**config.mk**
```make
export PLATFORM = sky130hd
export DESIGN_NAME = carrier_timer
export DESIGN_NICKNAME = d
export VERILOG_FILES = /design/src/carrier_timer_pkg.sv /design/src/carrier_timer.sv /design/src/count_tick_gen.sv
export VERILOG_INCLUDE_DIRS = /design/src
export SDC_FILE = /design/constraint.sdc
export NUM_CORES = 1
export LEC_CHECK = 0
export ABC_AREA = 1
export ABC_CLOCK_PERIOD_IN_PS = 1900
export BUFFER_PORTS_ARGS = -buffer_cell sky130_fd_sc_hd__buf_4
export CAP_MARGIN = 30
export CORE_AREA = 2 2 105 107
export DETAILED_ROUTE_END_ITERATION = 6
export DIE_AREA = 0 0 107 109
export GPL_ROUTABILITY_DRIVEN = 0
export GPL_TIMING_DRIVEN = 0
export PLACE_DENSITY = 0.72
export SYNTH_ARGS = -nofsm -noshare
export SYNTH_HDL_FRONTEND = slang
export SYNTH_SLANG_ARGS = --single-unit
```
**constraint.sdc**
```tcl
create_clock -name clock -period 1.9 [get_ports clock]
set_clock_uncertainty 0.15 [all_clocks]
set_input_delay 0.38 -clock clock [delete_from_list [all_inputs] [get_ports clock]]
set_output_delay 0.38 -clock clock [all_outputs]
set_load 0.005 [all_outputs]
```
**src/carrier_timer_regs.svh**
```systemverilog
/*
 Register addresses, field positions, reset values and prescaler exponents
 for the 8-bit interval / PWM / carrier timer.
 Assumes an 8-bit CPU data path with 16-bit addresses.
*/
`ifndef CARRIER_TIMER_REGS_SVH
`define CARRIER_TIMER_REGS_SVH

`define ADDR_PORT_ONE_LATCH 16'hFF01
`define ADDR_PORT_ONE_DIRECTION 16'hFF21
`define ADDR_TIMER_MODE_CONTROL 16'hFF6C
`define ADDR_CARRIER_OUTPUT_CONTROL 16'hFF6D
`define ADDR_PERIOD_COMPARE 16'hFF6E
`define ADDR_DUTY_COMPARE 16'hFF6F

`define RST_PORT_ONE_DIRECTION 8'hFF
`define RST_PORT_ONE_LATCH 8'h00
`define RST_TIMER_MODE_CONTROL 8'h00
`define RST_CARRIER_OUTPUT_CONTROL 8'h00
`define RST_COMPARE 8'h00

`define BIT_RUN_ENABLE 7
`define BIT_CLKSEL_HI 6
`define BIT_CLKSEL_LO 4
`define BIT_MODE_HI 3
`define BIT_MODE_LO 2
`define BIT_DEFAULT_LEVEL 1
`define BIT_OUTPUT_ENABLE 0
`define BIT_REMOTE_MODE 2
`define BIT_BUFFERED_DATA 1
`define BIT_ACTIVE_STATUS 0
`define BIT_TIMER_PIN 6

`define MODE_INTERVAL 2'h0
`define MODE_CARRIER 2'h1
`define MODE_PWM 2'h2

`define CLKSEL_PRS 3'h0
`define CLKSEL_PRS_4 3'h1
`define CLKSEL_PRS_16 3'h2
`define CLKSEL_PRS_64 3'h3
`define CLKSEL_PRS_4096 3'h4
`define CLKSEL_LS_128 3'h5
`define CLKSEL_LS_512 3'h6
`define CLKSEL_LS 3'h7

`define EXP_PRS_4 4'h2
`define EXP_PRS_16 4'h4
`define EXP_PRS_64 4'h6
`define EXP_PRS_4096 4'hC
`define EXP_LS_128 4'h7
`define EXP_LS_512 4'h9

`define XFER_TICKS 2'h2

`endif

```
**src/carrier_timer_pkg.sv**
```systemverilog
/*
 Types shared by the timer and its count-clock generator.
 Assumes carrier_timer_regs.svh is available for the constants.
*/
package carrier_timer_pkg;

  typedef enum logic {CMP_PERIOD, CMP_DUTY} cmp_sel_t;

  typedef struct packed {
    logic [15:0] addr;
    logic wr;
    logic [7:0] wdata;
  } reg_req_t;

  typedef struct packed {
    logic ls1;
    logic ls2;
    logic lsPrev;
    logic [11:0] div;
    logic [8:0] lsCnt;
    logic tick;
  } tick_state_t;

  typedef struct packed {
    logic [7:0] mode;
    logic [2:1] carrierCtl;
    logic status;
    logic [7:0] period;
    logic [7:0] dutyActive;
    logic [7:0] dutyBuf;
    logic pending;
    logic [7:0] portDir;
    logic [7:0] portLatch;
    logic [7:0] counter;
    cmp_sel_t sel;
    logic started;
    logic outFf;
    logic irq;
    logic env1;
    logic env2;
    logic envPrev;
    logic envSeen;
    logic envPulse;
    logic [1:0] xferCnt;
    logic pin1;
    logic pin2;
    logic pinOut;
    logic [7:0] rdata;
  } timer_state_t;

endpackage : carrier_timer_pkg

```
**src/carrier_timer.sv**
```systemverilog
/*
 8-bit timer with period and duty compare registers: interval/square wave,
 PWM and carrier generator modes, one shared output pin and CPU registers.
 Assumes a single-cycle CPU write strobe, software that keeps to the
 programming constraints, and asynchronous pin and envelope-interrupt inputs.
*/
`timescale 1ns/1ps
`include "carrier_timer_regs.svh"

module carrier_timer
  import carrier_timer_pkg::*;
(
  input wire logic clock,               // 200 MHz peripheral clock
  input wire logic sys_rst,             // synchronous, active high
  input wire logic [15:0] regAddr,      // CPU address
  input wire logic regWrite,            // one-cycle write strobe
  input wire logic [7:0] regWdata,      // write data
  output logic [7:0] regRdata,          // read data, one cycle after address
  input wire logic lowSpeedOscClock,    // low-speed oscillator pin
  input wire logic envelopeTimerIrq,    // companion envelope timer interrupt
  output logic timerMatchIrq,           // one-cycle interrupt request
  input wire logic timerPinIn,          // shared pin level
  output logic timerPinOut,             // shared pin drive level
  output logic timerPinOeN              // low while the pin is driven
);

  timer_state_t q, d;
  reg_req_t req;
  logic tick;
  logic run;
  logic [1:0] mode;
  logic defLevel;
  logic [7:0] cmpVal;
  logic match;
  logic periodMatch;
  logic dutyMatch;
  logic dutyWrite;
  logic useDuty;

  assign req = '{addr: regAddr, wr: regWrite, wdata: regWdata};

  count_tick_gen u_tick (
    .clock(clock),
    .sys_rst(sys_rst),
    .clockSelect(q.mode[`BIT_CLKSEL_HI:`BIT_CLKSEL_LO]),
    .lowSpeedOscClock(lowSpeedOscClock),
    .tick(tick)
  );

  assign run = q.mode[`BIT_RUN_ENABLE];
  assign mode = q.mode[`BIT_MODE_HI:`BIT_MODE_LO];
  assign defLevel = q.mode[`BIT_DEFAULT_LEVEL];
  assign useDuty = (mode == `MODE_PWM) || (mode == `MODE_CARRIER);
  assign cmpVal = (q.sel == CMP_DUTY) ? q.dutyActive : q.period;
  // the first tick after start is swallowed to align to the count clock
  assign match = run && tick && q.started && (q.counter == cmpVal);
  assign periodMatch = match && (q.sel == CMP_PERIOD);
  assign dutyMatch = match && (q.sel == CMP_DUTY);
  assign dutyWrite = req.wr && (req.addr == `ADDR_DUTY_COMPARE);

  always_comb begin
    logic level;
    level = 1'b0;
    d = q;
    d.irq = 1'b0;
    d.env1 = envelopeTimerIrq;
    d.env2 = q.env1;
    d.envPrev = q.env2;
    d.pin1 = timerPinIn;
    d.pin2 = q.pin1;

    if (run && tick) begin
      if (!q.started) begin
        d.started = 1'b1;
      end else if (periodMatch) begin
        d.counter = 8'h00;
        d.outFf = !q.outFf;
        d.irq = 1'b1;
        if (useDuty) begin
          d.sel = CMP_DUTY;
        end
      end else if (dutyMatch) begin
        d.outFf = !q.outFf;
        d.sel = CMP_PERIOD;
        if (mode == `MODE_CARRIER) begin
          d.counter = 8'h00;
          d.irq = 1'b1;
        end else begin
          d.counter = q.counter + 8'h01;
        end
      end else begin
        d.counter = q.counter + 8'h01;
      end
    end

    if (!run) begin
      d.counter = 8'h00;
      d.started = 1'b0;
      d.sel = CMP_PERIOD;
      d.outFf = defLevel;
      d.pending = 1'b0;
    end

    // duty compare: shadow while counting, direct while stopped
    if (dutyWrite) begin
      d.dutyBuf = req.wdata;
      if (!run) begin
        d.dutyActive = req.wdata;
      end else begin
        d.pending = 1'b1;
      end
    end else if (dutyMatch && q.pending) begin
      d.dutyActive = q.dutyBuf;
      d.pending = 1'b0;
    end

    if (req.wr) begin
      case (req.addr)
        `ADDR_TIMER_MODE_CONTROL: d.mode = req.wdata;
        `ADDR_CARRIER_OUTPUT_CONTROL: d.carrierCtl = req.wdata[`BIT_REMOTE_MODE:`BIT_BUFFERED_DATA];
        `ADDR_PERIOD_COMPARE: begin
          // writes while counting are dropped rather than corrupting the period
          if (!run) begin
            d.period = req.wdata;
          end
        end
        `ADDR_PORT_ONE_DIRECTION: d.portDir = req.wdata;
        `ADDR_PORT_ONE_LATCH: d.portLatch = req.wdata;
        default: ;
      endcase
    end

    // envelope edge is held until the next count tick samples it
    if (tick) begin
      d.envPulse = q.envSeen;
      d.envSeen = 1'b0;
      if (q.envSeen && !q.envPulse) begin
        d.xferCnt = `XFER_TICKS;
      end else if (q.xferCnt != 2'h0) begin
        d.xferCnt = q.xferCnt - 2'h1;
        if (q.xferCnt == 2'h1) begin
          d.status = q.carrierCtl[`BIT_BUFFERED_DATA];
        end
      end
    end
    if (q.env2 && !q.envPrev) begin
      d.envSeen = 1'b1;
    end

    // gate on the next mode so enable and carrier gating never lag a mode write by a cycle
    if (d.mode[`BIT_MODE_HI:`BIT_MODE_LO] == `MODE_CARRIER) begin
      if (!d.status) begin
        level = 1'b0;
      end else if (d.carrierCtl[`BIT_REMOTE_MODE]) begin
        level = d.outFf;
      end else begin
        level = 1'b1;
      end
    end else begin
      level = d.outFf;
    end
    if (!d.mode[`BIT_OUTPUT_ENABLE]) begin
      level = 1'b0;
    end
    d.pinOut = level | d.portLatch[`BIT_TIMER_PIN];

    case (req.addr)
      `ADDR_TIMER_MODE_CONTROL: d.rdata = q.mode;
      `ADDR_CARRIER_OUTPUT_CONTROL: d.rdata = {5'h00, q.carrierCtl, q.status};
      `ADDR_PERIOD_COMPARE: d.rdata = q.period;
      `ADDR_DUTY_COMPARE: d.rdata = q.dutyBuf;
      `ADDR_PORT_ONE_DIRECTION: d.rdata = q.portDir;
      `ADDR_PORT_ONE_LATCH: d.rdata = {q.portLatch[7], q.pin2, q.portLatch[5:0]};
      default: d.rdata = 8'h00;
    endcase
  end

  always_ff @(posedge clock) begin
    if (sys_rst) begin
      q <= '0;
      q.mode <= `RST_TIMER_MODE_CONTROL;
      q.period <= `RST_COMPARE;
      q.dutyActive <= `RST_COMPARE;
      q.dutyBuf <= `RST_COMPARE;
      q.portDir <= `RST_PORT_ONE_DIRECTION;
      q.portLatch <= `RST_PORT_ONE_LATCH;
      q.sel <= CMP_PERIOD;
    end else begin
      q <= d;
    end
  end

  assign regRdata = q.rdata;
  assign timerMatchIrq = q.irq;
  assign timerPinOut = q.pinOut;
  assign timerPinOeN = q.portDir[`BIT_TIMER_PIN];
endmodule : carrier_timer

```
**src/count_tick_gen.sv**
```systemverilog
/*
 Count-clock enable generator: one-cycle tick at the selected rate, from the
 peripheral clock prescaler or from edges of the low-speed oscillator pin.
 Assumes the oscillator is asynchronous and far slower than clock.
*/
`timescale 1ns/1ps
`include "carrier_timer_regs.svh"

module count_tick_gen
  import carrier_timer_pkg::*;
(
  input wire logic clock,               // 200 MHz peripheral clock
  input wire logic sys_rst,             // synchronous, active high
  input wire logic [2:0] clockSelect,   // count clock selection
  input wire logic lowSpeedOscClock,    // raw oscillator pin
  output logic tick                     // one-cycle count enable
);

  tick_state_t q, d;

  // true when the low k bits of v are all ones
  function automatic logic lowOnes(input logic [11:0] v, input logic [3:0] k);
    logic [12:0] m;
    m = (13'h0001 << k) - 13'h0001;
    return &(v | ~m[11:0]);
  endfunction : lowOnes

  always_comb begin
    logic lsEdge;
    lsEdge = 1'b0;
    d = q;
    d.ls1 = lowSpeedOscClock;
    d.ls2 = q.ls1;
    d.lsPrev = q.ls2;
    d.div = q.div + 12'h001;
    lsEdge = q.ls2 && !q.lsPrev;
    if (lsEdge) begin
      d.lsCnt = q.lsCnt + 9'h001;
    end
    case (clockSelect)
      `CLKSEL_PRS: d.tick = 1'b1;
      `CLKSEL_PRS_4: d.tick = lowOnes(q.div, `EXP_PRS_4);
      `CLKSEL_PRS_16: d.tick = lowOnes(q.div, `EXP_PRS_16);
      `CLKSEL_PRS_64: d.tick = lowOnes(q.div, `EXP_PRS_64);
      `CLKSEL_PRS_4096: d.tick = lowOnes(q.div, `EXP_PRS_4096);
      `CLKSEL_LS_128: d.tick = lsEdge && lowOnes({3'h0, q.lsCnt}, `EXP_LS_128);
      `CLKSEL_LS_512: d.tick = lsEdge && lowOnes({3'h0, q.lsCnt}, `EXP_LS_512);
      default: d.tick = lsEdge;
    endcase
  end

  always_ff @(posedge clock) begin
    if (sys_rst) begin
      q <= '0;
    end else begin
      q <= d;
    end
  end

  assign tick = q.tick;
endmodule : count_tick_gen

```
==> results.md <==
| Quantity | This run | Unit |
| --- | --- | --- |
| Setup total negative slack | -55.1 | ps |
| Unrepaired setup endpoints after global routing | true | - |
| Synth Area in Compound Gates | 12.7 | % |
| Max H-tree Level | 3 | - |
| Synth area leaders | dfxtp_1, nand2_1, inv_1, nor2_1, o21ai_0 | - |
| Via count of the first global-routing pass | 4663 | - |
| Port buffer count | 39 | - |
| Required time of the critical path | 2030 | ps |
| Distinct cell type count after synthesis | 44 | - |
| Final antenna-violating net count | 0 | - |
| Part of the total power dissipated in the clock network | 33.3 | % |
| Non-Filler Cell Area, Final | 6120 | sq um |
| Max Clk Rate | 0.520 | GHz |
| Simple-gate area share of the yosys netlist | 31.5 | % |
| Yosys warning total | 0 | - |
| Clock Path Buffers | 2 | - |
| Worst Hold Class | input pin to flip-flop | - |
| Switching Share | 24.2 | % |
| XOR/XNOR Fraction of Synth Area | 1.36 | % |
| Synth top area share | 41.6 | % |
| Clock tree from TritonCTS | done | - |
| Critical path startpoint category | flip-flop | - |
| Psw | 0.915 | mW |
| Cell row count | 38 | - |
| Drt first pass iters | 5 | - |
| Post-layout net count | 825 | - |
| Fraction of registers with async set or reset after synthesis | 0 | % |
| Final Hold Violating Endpoints | 0 | - |
| Number of clock buffers inserted by TritonCTS | 9 | - |
| Critical Path Sink Type | flip-flop | - |
| Dominant register cell in the synthesized netlist | dfxtp_1 | - |
| Via Count | 4864 | - |
| Relative max-transition margin | 49.7 | % |
| Die height | 109 | microns |
| Root Buffer | clkbuf_8 | - |
| Sequential group share of total power | 60.4 | % |
| Dominant combinational cell family by area after synthesis | simple AND/OR/NAND/NOR gates | - |
| Post-synth net total | 761 | - |
| Overall die width | 107 | microns |
| Clock transition time at the flip-flop clock pins of the worst setup and hold paths | 100 | ps |
| Arrival time reported for the critical path endpoint | 2050 | ps |
| Transition at the pin with the smallest max-transition slack | 754 | ps |
| Synthesized instance count | 724 | - |
| EDFF count, synth | 0 | - |
| Comb pwr share | 6.3 | % |
| Post-synthesis mux area share | 0.389 | % |
| Antenna Cells | 0 | - |
| Maximum ir drop on the vdd rail | 0.000467 | V |
| Fin crit share | 101 | % |
| Fin. max-slew vios | 0 | - |
| Cell accounting for the most synthesized area | dfxtp_1 | - |
| Total of max-cap violations | 0 | - |
| Area of the placeable core | 10600 | sq um |
| Overflow left after global routing | 0 | - |
| Synth Cell Area | 5150 | sq um |
| Number of sinks handled by clock tree synthesis | 107 | - |
| Top cells by instance count after synthesis | nand2_1, dfxtp_1, inv_1, nor2_1, o21ai_0 | - |
| Clock insertion delay at the later pin of the skew report | 380 | ps |
| Initial core utilization | 48.6 | % |
| Routed length per placed instance | 15.1 | microns |
| Number of setup violations in the final report | 5 | - |
| Fraction of final layout cells sized beyond drive strength 1 | 20.2 | % |
| Final HPWL DP | 10.4 | mm |
| Failing checks | setup timing | - |
| I/O pin count | 41 | - |
| Number of design-rule violations left by the first detailed-router iteration | 385 | - |
| Worst hold slack across all endpoints | 62.9 | ps |
| Final Worst Setup Slack | -22.2 | ps |
| Adder-cell share of the synthesized area | 1.70 | % |
| Wire length of the first global-routing pass | 22.1 | mm |
| Crit Path Max Fanout | 7 | - |
| Aggregate global-route resource usage | 24.5 | % |
| Status | finished, violations left | - |
| Most instantiated library cell after synthesis | nand2_1 | - |
| Total DRC errors in the routed layout | 0 | - |
| Avg Vias per Cell | 5.21 | - |
| Minimum clock period | 1920 | ps |
| Leakage power figure | 2.50 | nW |
| Number of register bits inferred by synthesis | 107 | - |
| Cell-internal power | 2.86 | mW |
| Antenna violations before repair | 0 | - |
| Post-route core utilization | 57.7 | % |
| Crit path kind | flip-flop to flip-flop | - |
| PD cells | 617 | nW/um^2 |
| Synth-to-layout area growth | 18.7 | % |
| Pin count of the biggest net entering global routing | 17 | - |
| Overall routed net length | 14.1 | mm |
| Placed instance area | 5620 | sq um |
| Die area | 11700 | sq um |
| Share of synthesized area occupied by flip-flops and latches | 41.6 | % |
| Syn_area_per_cell | 7.11 | sq um |
==> cell families after synthesis <==
group / count (synthesis)
AND/OR/NAND/NOR: 345
buffers and inverters: 132
AO/OA/AOI/OAI: 123
flip-flops: 107
XOR/XNOR: 8
adder cells (fa/ha/maj): 7
multiplexers: 2
==> registers in the layout, indices dropped and copies added, names as in the netlist <==
| register | count |
|---|---|
| u_tick.tick | 1 |
| timerPinOeN | 1 |
| regRdata | 8 |
| u_tick.q | 22 |
| defLevel | 1 |
| u_tick.d | 2 |
| timerMatchIrq | 1 |
| d | 3 |
| mode | 2 |
| q | 65 |
| timerPinOut | 1 |
==> cell type report <==
cell class,instances,area [sq um]
clock buffers,12,145
multi-input cells,486,2640
well taps,140,175
clock inverters,4,26.3
fillers,991,4490
flip-flops and latches,107,2150
plain buffers,24,153
repair buffers,52,408
inverters,108,415
==> worst max-delay path: stages (launching register included) <==
cell and delay [ps]:
dfxtp_4 400, inv_4 70, buf_8 140, nand2_2 80
nand3_2 70, nand2_1 70, nor2_2 160, nand3_2 110
nor2_4 130, nand3_4 140, nand2_4 130, inv_4 50
nor2_2 80, nor2_1 50
==> cell usage in the layout, fill, tap and decap left out, drive strengths merged <==
cell and n:
a211oi 1, a21boi 1, a21oi 47, a41oi 1, buf 66, clkbuf 22, clkinv 6, clkinvlp 1
dfxtp 107, ha 7, inv 105, mux2i 2, nand2 149, nand3 55, nand3b 5, nand4 5
nor2 106, nor3 18, nor3b 2, nor4 5, o211a 1, o211ai 7, o21ai 61, o22ai 3
o31ai 1, or2 1, xnor2 1, xor2 7
==> metal layers <==
| layer | wire, microns | track usage (%) | part of all wire [%] |
|---|---|---|---|
| met1 | 5760 | 29.5 | 41 |
| met2 | 6970 | 42.3 | 50 |
| met3 | 938 | 6.40 | 6.7 |
| met4 | 399 | 9.18 | 2.8 |
| met5 | 0 | 0 | 0 |
==> final timing paths <==
kind	cells past startpoint	slack (ps)	to	from
worst max-delay path	13	-20	q[57]	q[21]
worst min-delay path	3	60	d[16]	envelopeTimerIrq
worst max register to register	13	-20	q[57]	q[21]
worst min register to register	2	260	u_tick.d[22]	u_tick.d[23]
==> through the flow <==
stage | power (mW) | setup WS [ps] | std cells
2_1_floorplan | 2.44 | 174 | 724
3_3_place_gp | 2.55 | -287 | 903
3_5_place_dp | 2.56 | -287 | 903
4_1_cts | 3.81 | -19.8 | 924
5_1_grt | 3.94 | -129 | 933
6_report | 3.77 | -22.2 | 933
==> repair_timing <==
action / 4_1_cts / 5_1_grt
gates cloned: 1 / 1
buffers inserted: 4 / 8
hold buffers: 0 / 0
pin swaps: 9 / 20
endpoints found under the setup margin: 18 / 23
resized for setup: 12 / 44
==> power by group through the flow <==
stage                     sequential (mW)  clock (mW)  combinational, mW
final                                2.28        1.26              0.236
after detailed placement             2.33           0              0.228
after CTS                            2.28        1.30              0.229
after floorplan                      2.33           0              0.113
after global routing                 2.28        1.40              0.262
after global placement               2.33           0              0.220
Power figures use the tool's default switching activity.
